File: src/hw/dle_pkg.sv
/*
 * Shared constants and carrier types for the diagnostic indicator and
 * interrupt encoder. Assumes a single 10 MHz clock and an AHB-Lite master.
 */
package dle_pkg;

    localparam int NCH    = 2;
    localparam int NMOD   = 26;
    localparam int NCHC   = 16;
    localparam int NEV    = NMOD + NCH * NCHC;
    localparam int EVW    = 6;
    localparam int CODE_W = 10;

    ////////////////////////////////////////////////////////////////////////
    // Register map, byte offsets.
    localparam logic [7:0] ADDR_CTRL     = 8'h00;
    localparam logic [7:0] ADDR_CFG_EN   = 8'h04;
    localparam logic [7:0] ADDR_STATUS   = 8'h08;
    localparam logic [7:0] ADDR_EVENT    = 8'h0c;
    localparam logic [7:0] ADDR_ACK      = 8'h10;
    localparam logic [7:0] ADDR_PEND_MOD = 8'h14;
    localparam logic [7:0] ADDR_PEND_CH  = 8'h18;

    // Field positions.
    localparam int CTRL_CFG_BIT   = 0;
    localparam int CTRL_MISM_BIT  = 1;
    localparam int CTRL_IDENT_BIT = 2;
    localparam int CTRL_ACK_LSB   = 4;
    localparam int EVT_CH_LSB     = 12;
    localparam int EVT_SCOPE_BIT  = 15;
    localparam int EVT_IDX_LSB    = 16;
    localparam int EVT_VALID_BIT  = 31;

    // Reset values.
    localparam logic [31:0]         CTRL_RST   = 32'h0000_0000;
    localparam logic [NCH*NCHC-1:0] CFG_EN_RST = 32'hffff_ffff;

    ////////////////////////////////////////////////////////////////////////
    // Timing: one half period of the common blink.
    localparam int CLK_PERIOD_NS  = 100;
    localparam int BLINK_HALF_MS  = 250;
    localparam int BLINK_HALF_CYC = BLINK_HALF_MS * 1000000 / CLK_PERIOD_NS;

    ////////////////////////////////////////////////////////////////////////
    // Fault codes, highest index first.
    localparam logic [NMOD-1:0][CODE_W-1:0] MOD_CODE = {
        10'd803, 10'd802, 10'd794, 10'd793, 10'd792, 10'd787, 10'd786,
        10'd785, 10'd283, 10'd260, 10'd259, 10'd256, 10'd76,  10'd75,
        10'd71,  10'd70,  10'd69,  10'd68,  10'd67,  10'd66,  10'd65,
        10'd64,  10'd30,  10'd17,  10'd16,  10'd5};
    localparam logic [NCHC-1:0][CODE_W-1:0] CH_CODE = {
        10'd800, 10'd798, 10'd797, 10'd796, 10'd784, 10'd778, 10'd775,
        10'd774, 10'd773, 10'd771, 10'd770, 10'd769, 10'd768, 10'd265,
        10'd262, 10'd261};
    // Channel conditions that configuration may switch off.
    localparam logic [NCHC-1:0] CH_CFGABLE = 16'h1307;

    ////////////////////////////////////////////////////////////////////////
    typedef struct packed {
        logic [NCH*NCHC-1:0] ch;
        logic [NMOD-1:0]     mod;
    } dle_cond_t;

    typedef struct packed {
        logic           supply;
        logic           module_indicator_a;
        logic [NCH-1:0] stat;
        logic [NCH-1:0] fault;
    } dle_led_t;

endpackage

File: src/hw/dle_module_indicator_a_led_irq.sv
/*
 * Indicator drive and diagnostic event encoder with an AHB-Lite register
 * slave. Supplies, process signals and condition levels arrive from other
 * domains and are synchronised here; hready is the slave's own hreadyout.
 */
//
// Notes on behaviour
// - Supply indicator follows load supply presence.
// - Module_indicator_a indicator off without backplane supply.
// - Module_indicator_a indicator flashes while unconfigured.
// - Module_indicator_a lit when configured and no diagnostics.
// - Module_indicator_a flashes when configured with module diagnostics.
// - No channel diagnostic: status follows process.
// - Diagnostic and process 0: status off, fault on.
// - Awaiting acknowledgment: status and fault alternate.
// - Address mismatch: status off, module_indicator_a flashes, faults on.
// - Identification: status and module_indicator_a flash, faults off.
// - One event per condition, tagged module or channel.
// - Module codes 5, 16, 17, 30, 64.
// - Safety parameter codes 65 to 71, 75, 76.
// - Internal fault codes 256, 259, 260.
// - Configurable channel output codes 261, 262, 265.
// - Firmware inconsistency code 283.
// - Discrepancy codes 768 to 771.
// - Input fault codes 773, 774, 775, 778, 784.
// - Module codes 785, 786, 787, 792 to 794.
// - Channel codes 796, 797, 798, 800.
// - Supply monitor codes 802, 803.
`timescale 1ns/1ns
module dle_module_indicator_a_led_irq
    import dle_pkg::*;
#(
    parameter int BLINK_CYC = BLINK_HALF_CYC
) (
    // Clock and reset.
    input  wire logic        ref_clk,
    input  wire logic        rstn,
    // AHB-Lite slave.
    input  wire logic        hsel,
    input  wire logic [31:0] haddr,
    input  wire logic [1:0]  htrans,
    input  wire logic        hwrite,
    input  wire logic [2:0]  hsize,
    input  wire logic        hready,
    input  wire logic [31:0] hwdata,
    output logic      [31:0] hrdata,
    output logic             hreadyout,
    output logic             hresp,
    // Supplies and process signals, asynchronous.
    input  wire logic        load_supply_ok,
    input  wire logic        bus_supply_ok,
    input  wire logic [NCH-1:0] proc_sig,
    // Diagnostic condition levels, asynchronous.
    input  dle_cond_t        cond_in,
    // Indicators.
    output dle_led_t         leds
);

    localparam int SYNC_W = NMOD + NCH * NCHC + NCH + 2;

    ////////////////////////////////////////////////////////////////////////
    // Input synchronisers.
    logic [SYNC_W-1:0] sync1_r;
    logic [SYNC_W-1:0] sync2_r;
    dle_cond_t         cond_s;
    logic [NCH-1:0]    proc_s;
    logic              load_s;
    logic              bus_s;

    always_ff @(posedge ref_clk) begin
        if (!rstn) begin
            sync1_r <= '0;
            sync2_r <= '0;
        end else begin
            sync1_r <= {cond_in, proc_sig, load_supply_ok, bus_supply_ok};
            sync2_r <= sync1_r;
        end
    end

    assign {cond_s, proc_s, load_s, bus_s} = sync2_r;

    ////////////////////////////////////////////////////////////////////////
    // Registers.
    logic [31:0]         ctrl_r;
    logic [NCH*NCHC-1:0] cfg_en_r;
    logic [NEV-1:0]      pend_r;
    logic [NEV-1:0]      pend_nxt;
    logic [NEV-1:0]      lvl_q_r;
    logic [NEV-1:0]      lvl;
    logic [NEV-1:0]      en;
    logic [NEV-1:0]      rise;

    wire params_cfg = ctrl_r[CTRL_CFG_BIT];
    wire addr_mism  = ctrl_r[CTRL_MISM_BIT];
    wire ident_on   = ctrl_r[CTRL_IDENT_BIT];
    wire [NCH-1:0] ack_wait = ctrl_r[CTRL_ACK_LSB +: NCH];

    ////////////////////////////////////////////////////////////////////////
    // Event detection, one entry per condition.
    assign lvl = {cond_s.ch, cond_s.mod};

    genvar gi;
    generate
        for (gi = 0; gi < NEV; gi++) begin : g_ev
            if (gi < NMOD) begin : g_mod
                assign en[gi] = 1'b1;
            end else begin : g_ch
                assign en[gi] = cfg_en_r[gi - NMOD]
                              | ~CH_CFGABLE[(gi - NMOD) % NCHC];
            end
            assign rise[gi] = lvl[gi] & ~lvl_q_r[gi] & en[gi];
        end
    endgenerate

    ////////////////////////////////////////////////////////////////////////
    // Fixed priority by index; the lowest pending entry is presented.
    function automatic logic [EVW:0] first_pend(input logic [NEV-1:0] p);
        logic [EVW:0] r;
        r = '0;
        for (int i = NEV - 1; i >= 0; i--) begin
            if (p[i]) begin
                r = {1'b1, i[EVW-1:0]};
            end
        end
        return r;
    endfunction

    function automatic logic [31:0] ev_word(input logic [EVW:0] f);
        logic [31:0]     w;
        logic [EVW-1:0]  ix;
        logic [EVW-1:0]  cx;
        w  = '0;
        ix = f[EVW-1:0];
        cx = '0;
        w[EVT_VALID_BIT] = f[EVW];
        w[EVT_IDX_LSB +: EVW] = ix;
        if (ix < EVW'(NMOD)) begin
            w[CODE_W-1:0] = MOD_CODE[ix];
        end else begin
            cx = ix - EVW'(NMOD);
            w[CODE_W-1:0] = CH_CODE[cx % EVW'(NCHC)];
            w[EVT_SCOPE_BIT] = 1'b1;
            w[EVT_CH_LSB +: 3] = 3'(cx / EVW'(NCHC));
        end
        return w;
    endfunction

    wire [EVW:0] first  = first_pend(pend_r);
    wire [31:0]  ev_reg = ev_word(first);

    ////////////////////////////////////////////////////////////////////////
    // AHB-Lite address and data phases; zero wait states, always OKAY.
    logic        dwr_r;
    logic [7:0]  daddr_r;
    logic [31:0] rdata_r;
    logic [31:0] rd_mux;

    wire addr_ok = hsel & htrans[1] & hready;
    wire [7:0] a = haddr[7:0];
    wire [31:0] status_w = {24'h0, leds.fault[0], leds.stat[0],
                            leds.module_indicator_a, leds.supply, 2'h0, load_s, bus_s};

    assign rd_mux = (a == ADDR_CTRL)     ? ctrl_r :
                    (a == ADDR_CFG_EN)   ? cfg_en_r :
                    (a == ADDR_STATUS)   ? status_w :
                    (a == ADDR_EVENT)    ? ev_reg :
                    (a == ADDR_PEND_MOD) ? 32'(pend_r[NMOD-1:0]) :
                    (a == ADDR_PEND_CH)  ? 32'(pend_r[NEV-1:NMOD]) :
                                           32'h0000_0000;

    wire wr_ctrl = dwr_r & (daddr_r == ADDR_CTRL);
    wire wr_cfg  = dwr_r & (daddr_r == ADDR_CFG_EN);
    wire wr_ack  = dwr_r & (daddr_r == ADDR_ACK);

    assign hrdata    = rdata_r;
    assign hreadyout = 1'b1;
    assign hresp     = 1'b0;

    always_ff @(posedge ref_clk) begin
        if (!rstn) begin
            dwr_r   <= 1'b0;
            daddr_r <= 8'h00;
            rdata_r <= 32'h0000_0000;
        end else begin
            dwr_r   <= addr_ok & hwrite;
            daddr_r <= a;
            rdata_r <= (addr_ok & ~hwrite) ? rd_mux : 32'h0000_0000;
        end
    end

    ////////////////////////////////////////////////////////////////////////
    // Pending flags; a new event in the clearing cycle survives.
    always_comb begin
        pend_nxt = pend_r;
        if (wr_ack && (hwdata[EVW-1:0] < EVW'(NEV))) begin
            pend_nxt[hwdata[EVW-1:0]] = 1'b0;
        end
        pend_nxt = pend_nxt | rise;
    end

    always_ff @(posedge ref_clk) begin
        if (!rstn) begin
            ctrl_r   <= CTRL_RST;
            cfg_en_r <= CFG_EN_RST;
            pend_r   <= '0;
            lvl_q_r  <= '0;
        end else begin
            if (wr_ctrl) begin
                ctrl_r <= hwdata;
            end
            if (wr_cfg) begin
                cfg_en_r <= hwdata[NCH*NCHC-1:0];
            end
            pend_r  <= pend_nxt;
            lvl_q_r <= lvl;
        end
    end

    ////////////////////////////////////////////////////////////////////////
    // Common blink timebase drives every flashing pattern; the acknowledge-wait fault uses its inverse.
    logic [31:0] blink_cnt_r;
    logic        blink_r;

    always_ff @(posedge ref_clk) begin
        if (!rstn) begin
            blink_cnt_r <= 32'h0000_0000;
            blink_r     <= 1'b0;
        end else if (blink_cnt_r >= 32'(BLINK_CYC - 1)) begin
            blink_cnt_r <= 32'h0000_0000;
            blink_r     <= ~blink_r;
        end else begin
            blink_cnt_r <= blink_cnt_r + 32'h0000_0001;
        end
    end

    ////////////////////////////////////////////////////////////////////////
    // Indicator decode.
    logic [NCH-1:0] ch_module_indicator_a;
    logic [NCH-1:0] stat_nxt;
    logic [NCH-1:0] fault_nxt;
    logic           module_indicator_a_nxt;
    wire            mod_module_indicator_a = |cond_s.mod;

    generate
        for (gi = 0; gi < NCH; gi++) begin : g_ch_led
            wire [NCHC-1:0] lv = lvl[NMOD + gi*NCHC +: NCHC];
            wire [NCHC-1:0] ev = en[NMOD + gi*NCHC +: NCHC];
            assign ch_module_indicator_a[gi] = |(lv & ev);
            // Process 1 with a diagnostic keeps status and lights fault.
            assign stat_nxt[gi] =
                addr_mism    ? 1'b0 :
                ident_on     ? blink_r :
                ack_wait[gi] ? blink_r :
                ch_module_indicator_a[gi]  ? proc_s[gi] :
                               proc_s[gi];
            assign fault_nxt[gi] =
                addr_mism    ? 1'b1 :
                ident_on     ? 1'b0 :
                ack_wait[gi] ? ~blink_r :
                ch_module_indicator_a[gi]  ? 1'b1 :
                               1'b0;
        end
    endgenerate

    assign module_indicator_a_nxt = !bus_s                 ? 1'b0 :
                      (addr_mism | ident_on) ? blink_r :
                      !params_cfg            ? blink_r :
                      mod_module_indicator_a               ? blink_r :
                                               1'b1;

    always_ff @(posedge ref_clk) begin
        if (!rstn) begin
            leds <= '0;
        end else begin
            leds.supply <= load_s;
            leds.module_indicator_a   <= module_indicator_a_nxt;
            leds.stat   <= stat_nxt;
            leds.fault  <= fault_nxt;
        end
    end

endmodule

File: config.mk
export PLATFORM = sky130hd
export DESIGN_NAME = dle_module_indicator_a_led_irq
export DESIGN_NICKNAME = d
export VERILOG_FILES = /design/src/hw/dle_pkg.sv /design/src/hw/dle_module_indicator_a_led_irq.sv
export SDC_FILE = /design/constraint.sdc
export NUM_CORES = 1
export LEC_CHECK = 0
export ABC_AREA = 1
export BUFFER_PORTS_ARGS = -buffer_cell sky130_fd_sc_hd__buf_2
export CAP_MARGIN = 10
export CORE_ASPECT_RATIO = 1.1
export CORE_MARGIN = 2
export CORE_UTILIZATION = 30
export DETAILED_ROUTE_END_ITERATION = 16
export SKIP_CTS_REPAIR_TIMING = 1
export SYNTH_ARGS = -nofsm -noshare
export SYNTH_HDL_FRONTEND = slang
export SYNTH_SLANG_ARGS = --single-unit
export TNS_END_PERCENT = 1
File: constraint.sdc
create_clock -name ref_clk -period 12.4 [get_ports ref_clk]
set_input_delay 2.48 -clock ref_clk [delete_from_list [all_inputs] [get_ports ref_clk]]
set_output_delay 2.48 -clock ref_clk [all_outputs]
set_load 0.05 [all_outputs]
==> run_results.csv <==
group,metric,value,unit
global_routing,grt_remaining_overflow,0,
critical_path,worstPathCellList,"buf_2 > nor4_1 > nand3_1 > buf_4 > clkinv_1 > buf_4 > a21oi_1 > a221oi_1",
global_routing,antenna_found_initial,1,
sta,setup_slack,7380,ps
detailed_routing,drcViolationCount,0,
global_routing,grt_use_total,0.1693,
final_layout,nets,2184,
clocking,cts_root_buf,"clkbuf_16",
sta,max_freq,199.2,MHz
placed_design,gp_congestion,0.9469,
floorplan,ios,176,
critical_path,crit_type,"in -> reg",
synthesis,yosysUniqueCellTypes,46,
floorplan,core.rowCount,84,
clocking,insertion_delay,570,ps
floorplan,dieArea,50430,um2
clocking,cts_buffers,41,
detailed_routing,viasPerCell,4.668,
synthesis,netlist_area,14590,um2
placed_design,place_ws,6738,ps
critical_path,worst_setup_path_start_kind,"input port",
synthesis,ys_seq_area_frac,0.5267,
placed_design,hpwl,32.15,mm
sta,hold_violations,0,
critical_path,arrival,5460,ps
synthesis,syn_inst,1902,
detailed_routing,detail-route-antenna-nets,0,
placed_design,io_buffer_count,145,
synthesis,postSynthAreaPerCell,7.673,um2
floorplan,core_area,47930,um2
critical_path,critPathSlowestCell,"nand3_1",
sta,tns,0,ps
final_layout,drive_above_1_share,0.1214,
detailed_routing,totalWireLength,42.89,mm
pwr,cellLeakagePower,8.503,nW
critical_path,endpoint_kind,"flip-flop",
sta,setup_viol,0,
sta,fin_skew,19.69,ps
sta,slew_viol_final,0,
clocking,clk_pin_slew,60,ps
sta,slew-limit-headroom,0.2306,
critical_path,cp_common_cell,"buf_4",
detailed_routing,drt_first_pass_iters,7,
run,max_cap_viol_count,0,
synthesis,yosysWarningCount,0,
run_status,outcome,"finished clean",
global_routing,grt_pass1_vias,12490,
synthesis,ys_ff_latch,384,
floorplan,die_w,214.3,um
floorplan,initial_core_util,0.3045,
floorplan,die_h,235.3,um
critical_path,cp_max_fo,21,
sta,worst_pin_slew,1145,ps
clocking,cts.sinks,384,
critical_path,cp_data_required_time,12840,ps
detailed_routing,dr.first_iter.drc_count,887,
final_layout,fill_cells,5074,
final_layout,area_delta_synth_final,19.42,%
clocking,h-tree-depth,2,
detailed_routing,wl_per_cell,15.80,um
sta,finalCriticalPeriod,5020,ps
detailed_routing,vias,12670,
sta,finalCritPeriodShare,0.4049,
clocking,cts_buffer_depth,3,
pwr,ir_drop,89.70,uV
worst_hold_path,min_path_type,"reg -> reg",
critical_path,cp_slowest_stage_delay,740,ps
critical_path,r2r_setup_slack,7390,ps
global_routing,grt_pass1_wl,67.45,mm
clocking,cts_tree,"done",
pwr,power.density,163.4,nW/um2
global_routing,grt_max_degree,101,
sta,rsz0062_at_grt,"false",
## synth_stat cells, drive strengths merged
| cell type | n | area (um2) |
|---|---|---|
| xor2 | 4 | 35.03 |
| nor3 | 27 | 135.1 |
| a32oi | 1 | 8.760 |
| clkinv | 4 | 15.01 |
| conb | 2 | 7.510 |
| a221oi | 9 | 78.83 |
| buf | 6 | 42.53 |
| or3 | 1 | 6.260 |
| dfxtp | 384 | 7687 |
| a211oi | 32 | 240.2 |
| nand3b | 4 | 30.03 |
| o22ai | 46 | 287.8 |
| a22oi | 1 | 7.510 |
| a41oi | 1 | 8.760 |
| nand4 | 9 | 56.30 |
| nand3 | 31 | 160.1 |
| or2 | 10 | 62.56 |
| o221ai | 10 | 87.58 |
| o211ai | 37 | 277.8 |
| inv | 356 | 1336 |
| or4 | 2 | 15.01 |
| dlymetal6s2s | 1 | 12.51 |
| nor3b | 6 | 45.04 |
| nor4 | 21 | 131.4 |
| ha | 11 | 137.6 |
| o2111ai | 2 | 17.52 |
| a21oi | 87 | 442.9 |
| nand2 | 455 | 1725 |
| nor2 | 136 | 515.5 |
| a2111oi | 1 | 8.760 |
| o21ai | 122 | 610.6 |
| clkbuf | 66 | 247.7 |
| o21bai | 1 | 7.510 |
| o311ai | 2 | 17.52 |
| a31oi | 14 | 87.58 |
## worst max-delay path, delay by kind of cell
family                 cells  cell delay (ps)
AO/OA/AOI/OAI              2              440
buffers and inverters      4             1230
AND/OR/NAND/NOR            2             1300
## path summary, 6_finish.rpt
kind                                  from    endpoint  depth (start not counted)
worst max-delay path              haddr[7]   hrdata[5]                          8
worst min-delay path            sync1_r[3]  sync2_r[3]                          2
worst max register to register  pend_r[56]   hrdata[2]                         66
worst min register to register  sync1_r[3]  sync2_r[3]                          2
## cells in the final DEF, fill, tap and decap left out, types with 5 or more instances in the layout
cell / count
conb_1: 12
a221oi_1: 9
dfxtp_1: 384
buf_2: 144
nor3_1: 26
or2_2: 10
nand2_1: 450
o221ai_1: 10
a31oi_1: 14
nand4_1: 9
nor4_1: 20
a21oi_1: 85
nor3b_1: 6
buf_4: 10
clkbuf_1: 6
clkbuf_16: 42
bufinv_16: 5
a211oi_1: 32
nor2_1: 133
o211ai_1: 37
o21ai_0: 119
nand3_1: 29
ha_1: 11
inv_1: 352
clkbuf_8: 12
o22ai_1: 46
## power by group
part / leakage, nW / internal (mW) / switching (mW)
clock: 0.717 / 0.799 / 0.494
combinational: 4.64 / 0.0831 / 0.172
sequential: 3.14 / 1.27 / 0.0270
total: 8.50 / 2.16 / 0.693
## layout make-up
type	instances	area [um2]	area share
Sequential cell	384	7687	0.4411
Tap cell	645	807.0	0.04631
Clock inverter	14	220.2	0.01264
Timing Repair Buffer	155	807.0	0.04631
Inverter	360	1351	0.07754
Clock buffer	60	1239	0.07107
Antenna cell	1	2.502	0.0001436
Multi-Input combinational cell	1095	5314	0.3049
## logic make-up (layout without fill, tap and decap cells)
family | Yosys count | count (layout) | synth area share
AO/OA/AOI/OAI | 366 | 366 | 0.1500
XOR/XNOR | 4 | 4 | 0.002400
adder cells (fa/ha/maj) | 11 | 11 | 0.009431
buffers and inverters | 433 | 589 | 0.1133
flip-flops | 384 | 384 | 0.5267
other | 2 | 13 | 0.0005146
AND/OR/NAND/NOR | 702 | 702 | 0.1975
## metal layers
| layer | GRT usage | share of wire | up-vias |
|---|---|---|---|
| met3 | 0.02829 | 0.056 | 80 |
| met4 | 0.07113 | 0.036 | 0 |
| met1 | 0.2211 | 0.46 | 5932 |
| met2 | 0.2766 | 0.45 | 354 |
| met5 | 0 | 0 | - |
| li1 | - | - | 6304 |
## registers in the layout, summed over array words and instances, names as in the netlist
register     flops
cfg_en_r        32
blink_r          1
sync2_r         62
dwr_r            1
blink_cnt_r     32
daddr_r          8
lvl_q_r         58
pend_r          58
sync1_r         62
leds             6
hrdata          32
ctrl_r          32
## metrics by stage
stage / cell area [um2] / power (mW) / hold slack [ps] / std cells / util
5_1_grt: 17430 / 2.967 / 426.3 / 2714 / 0.3636
6_report: 17430 / 2.848 / 399.3 / 2714 / 0.3636
3_3_place_gp: 15970 / 1.580 / 401.1 / 2639 / 0.3332
3_5_place_dp: 15970 / 1.581 / 397.5 / 2639 / 0.3332
4_1_cts: 17430 / 2.880 / 411.5 / 2713 / 0.3636
2_1_floorplan: 14630 / 1.494 / 390.5 / 1912 / -
Power figures use the tool's default switching activity.
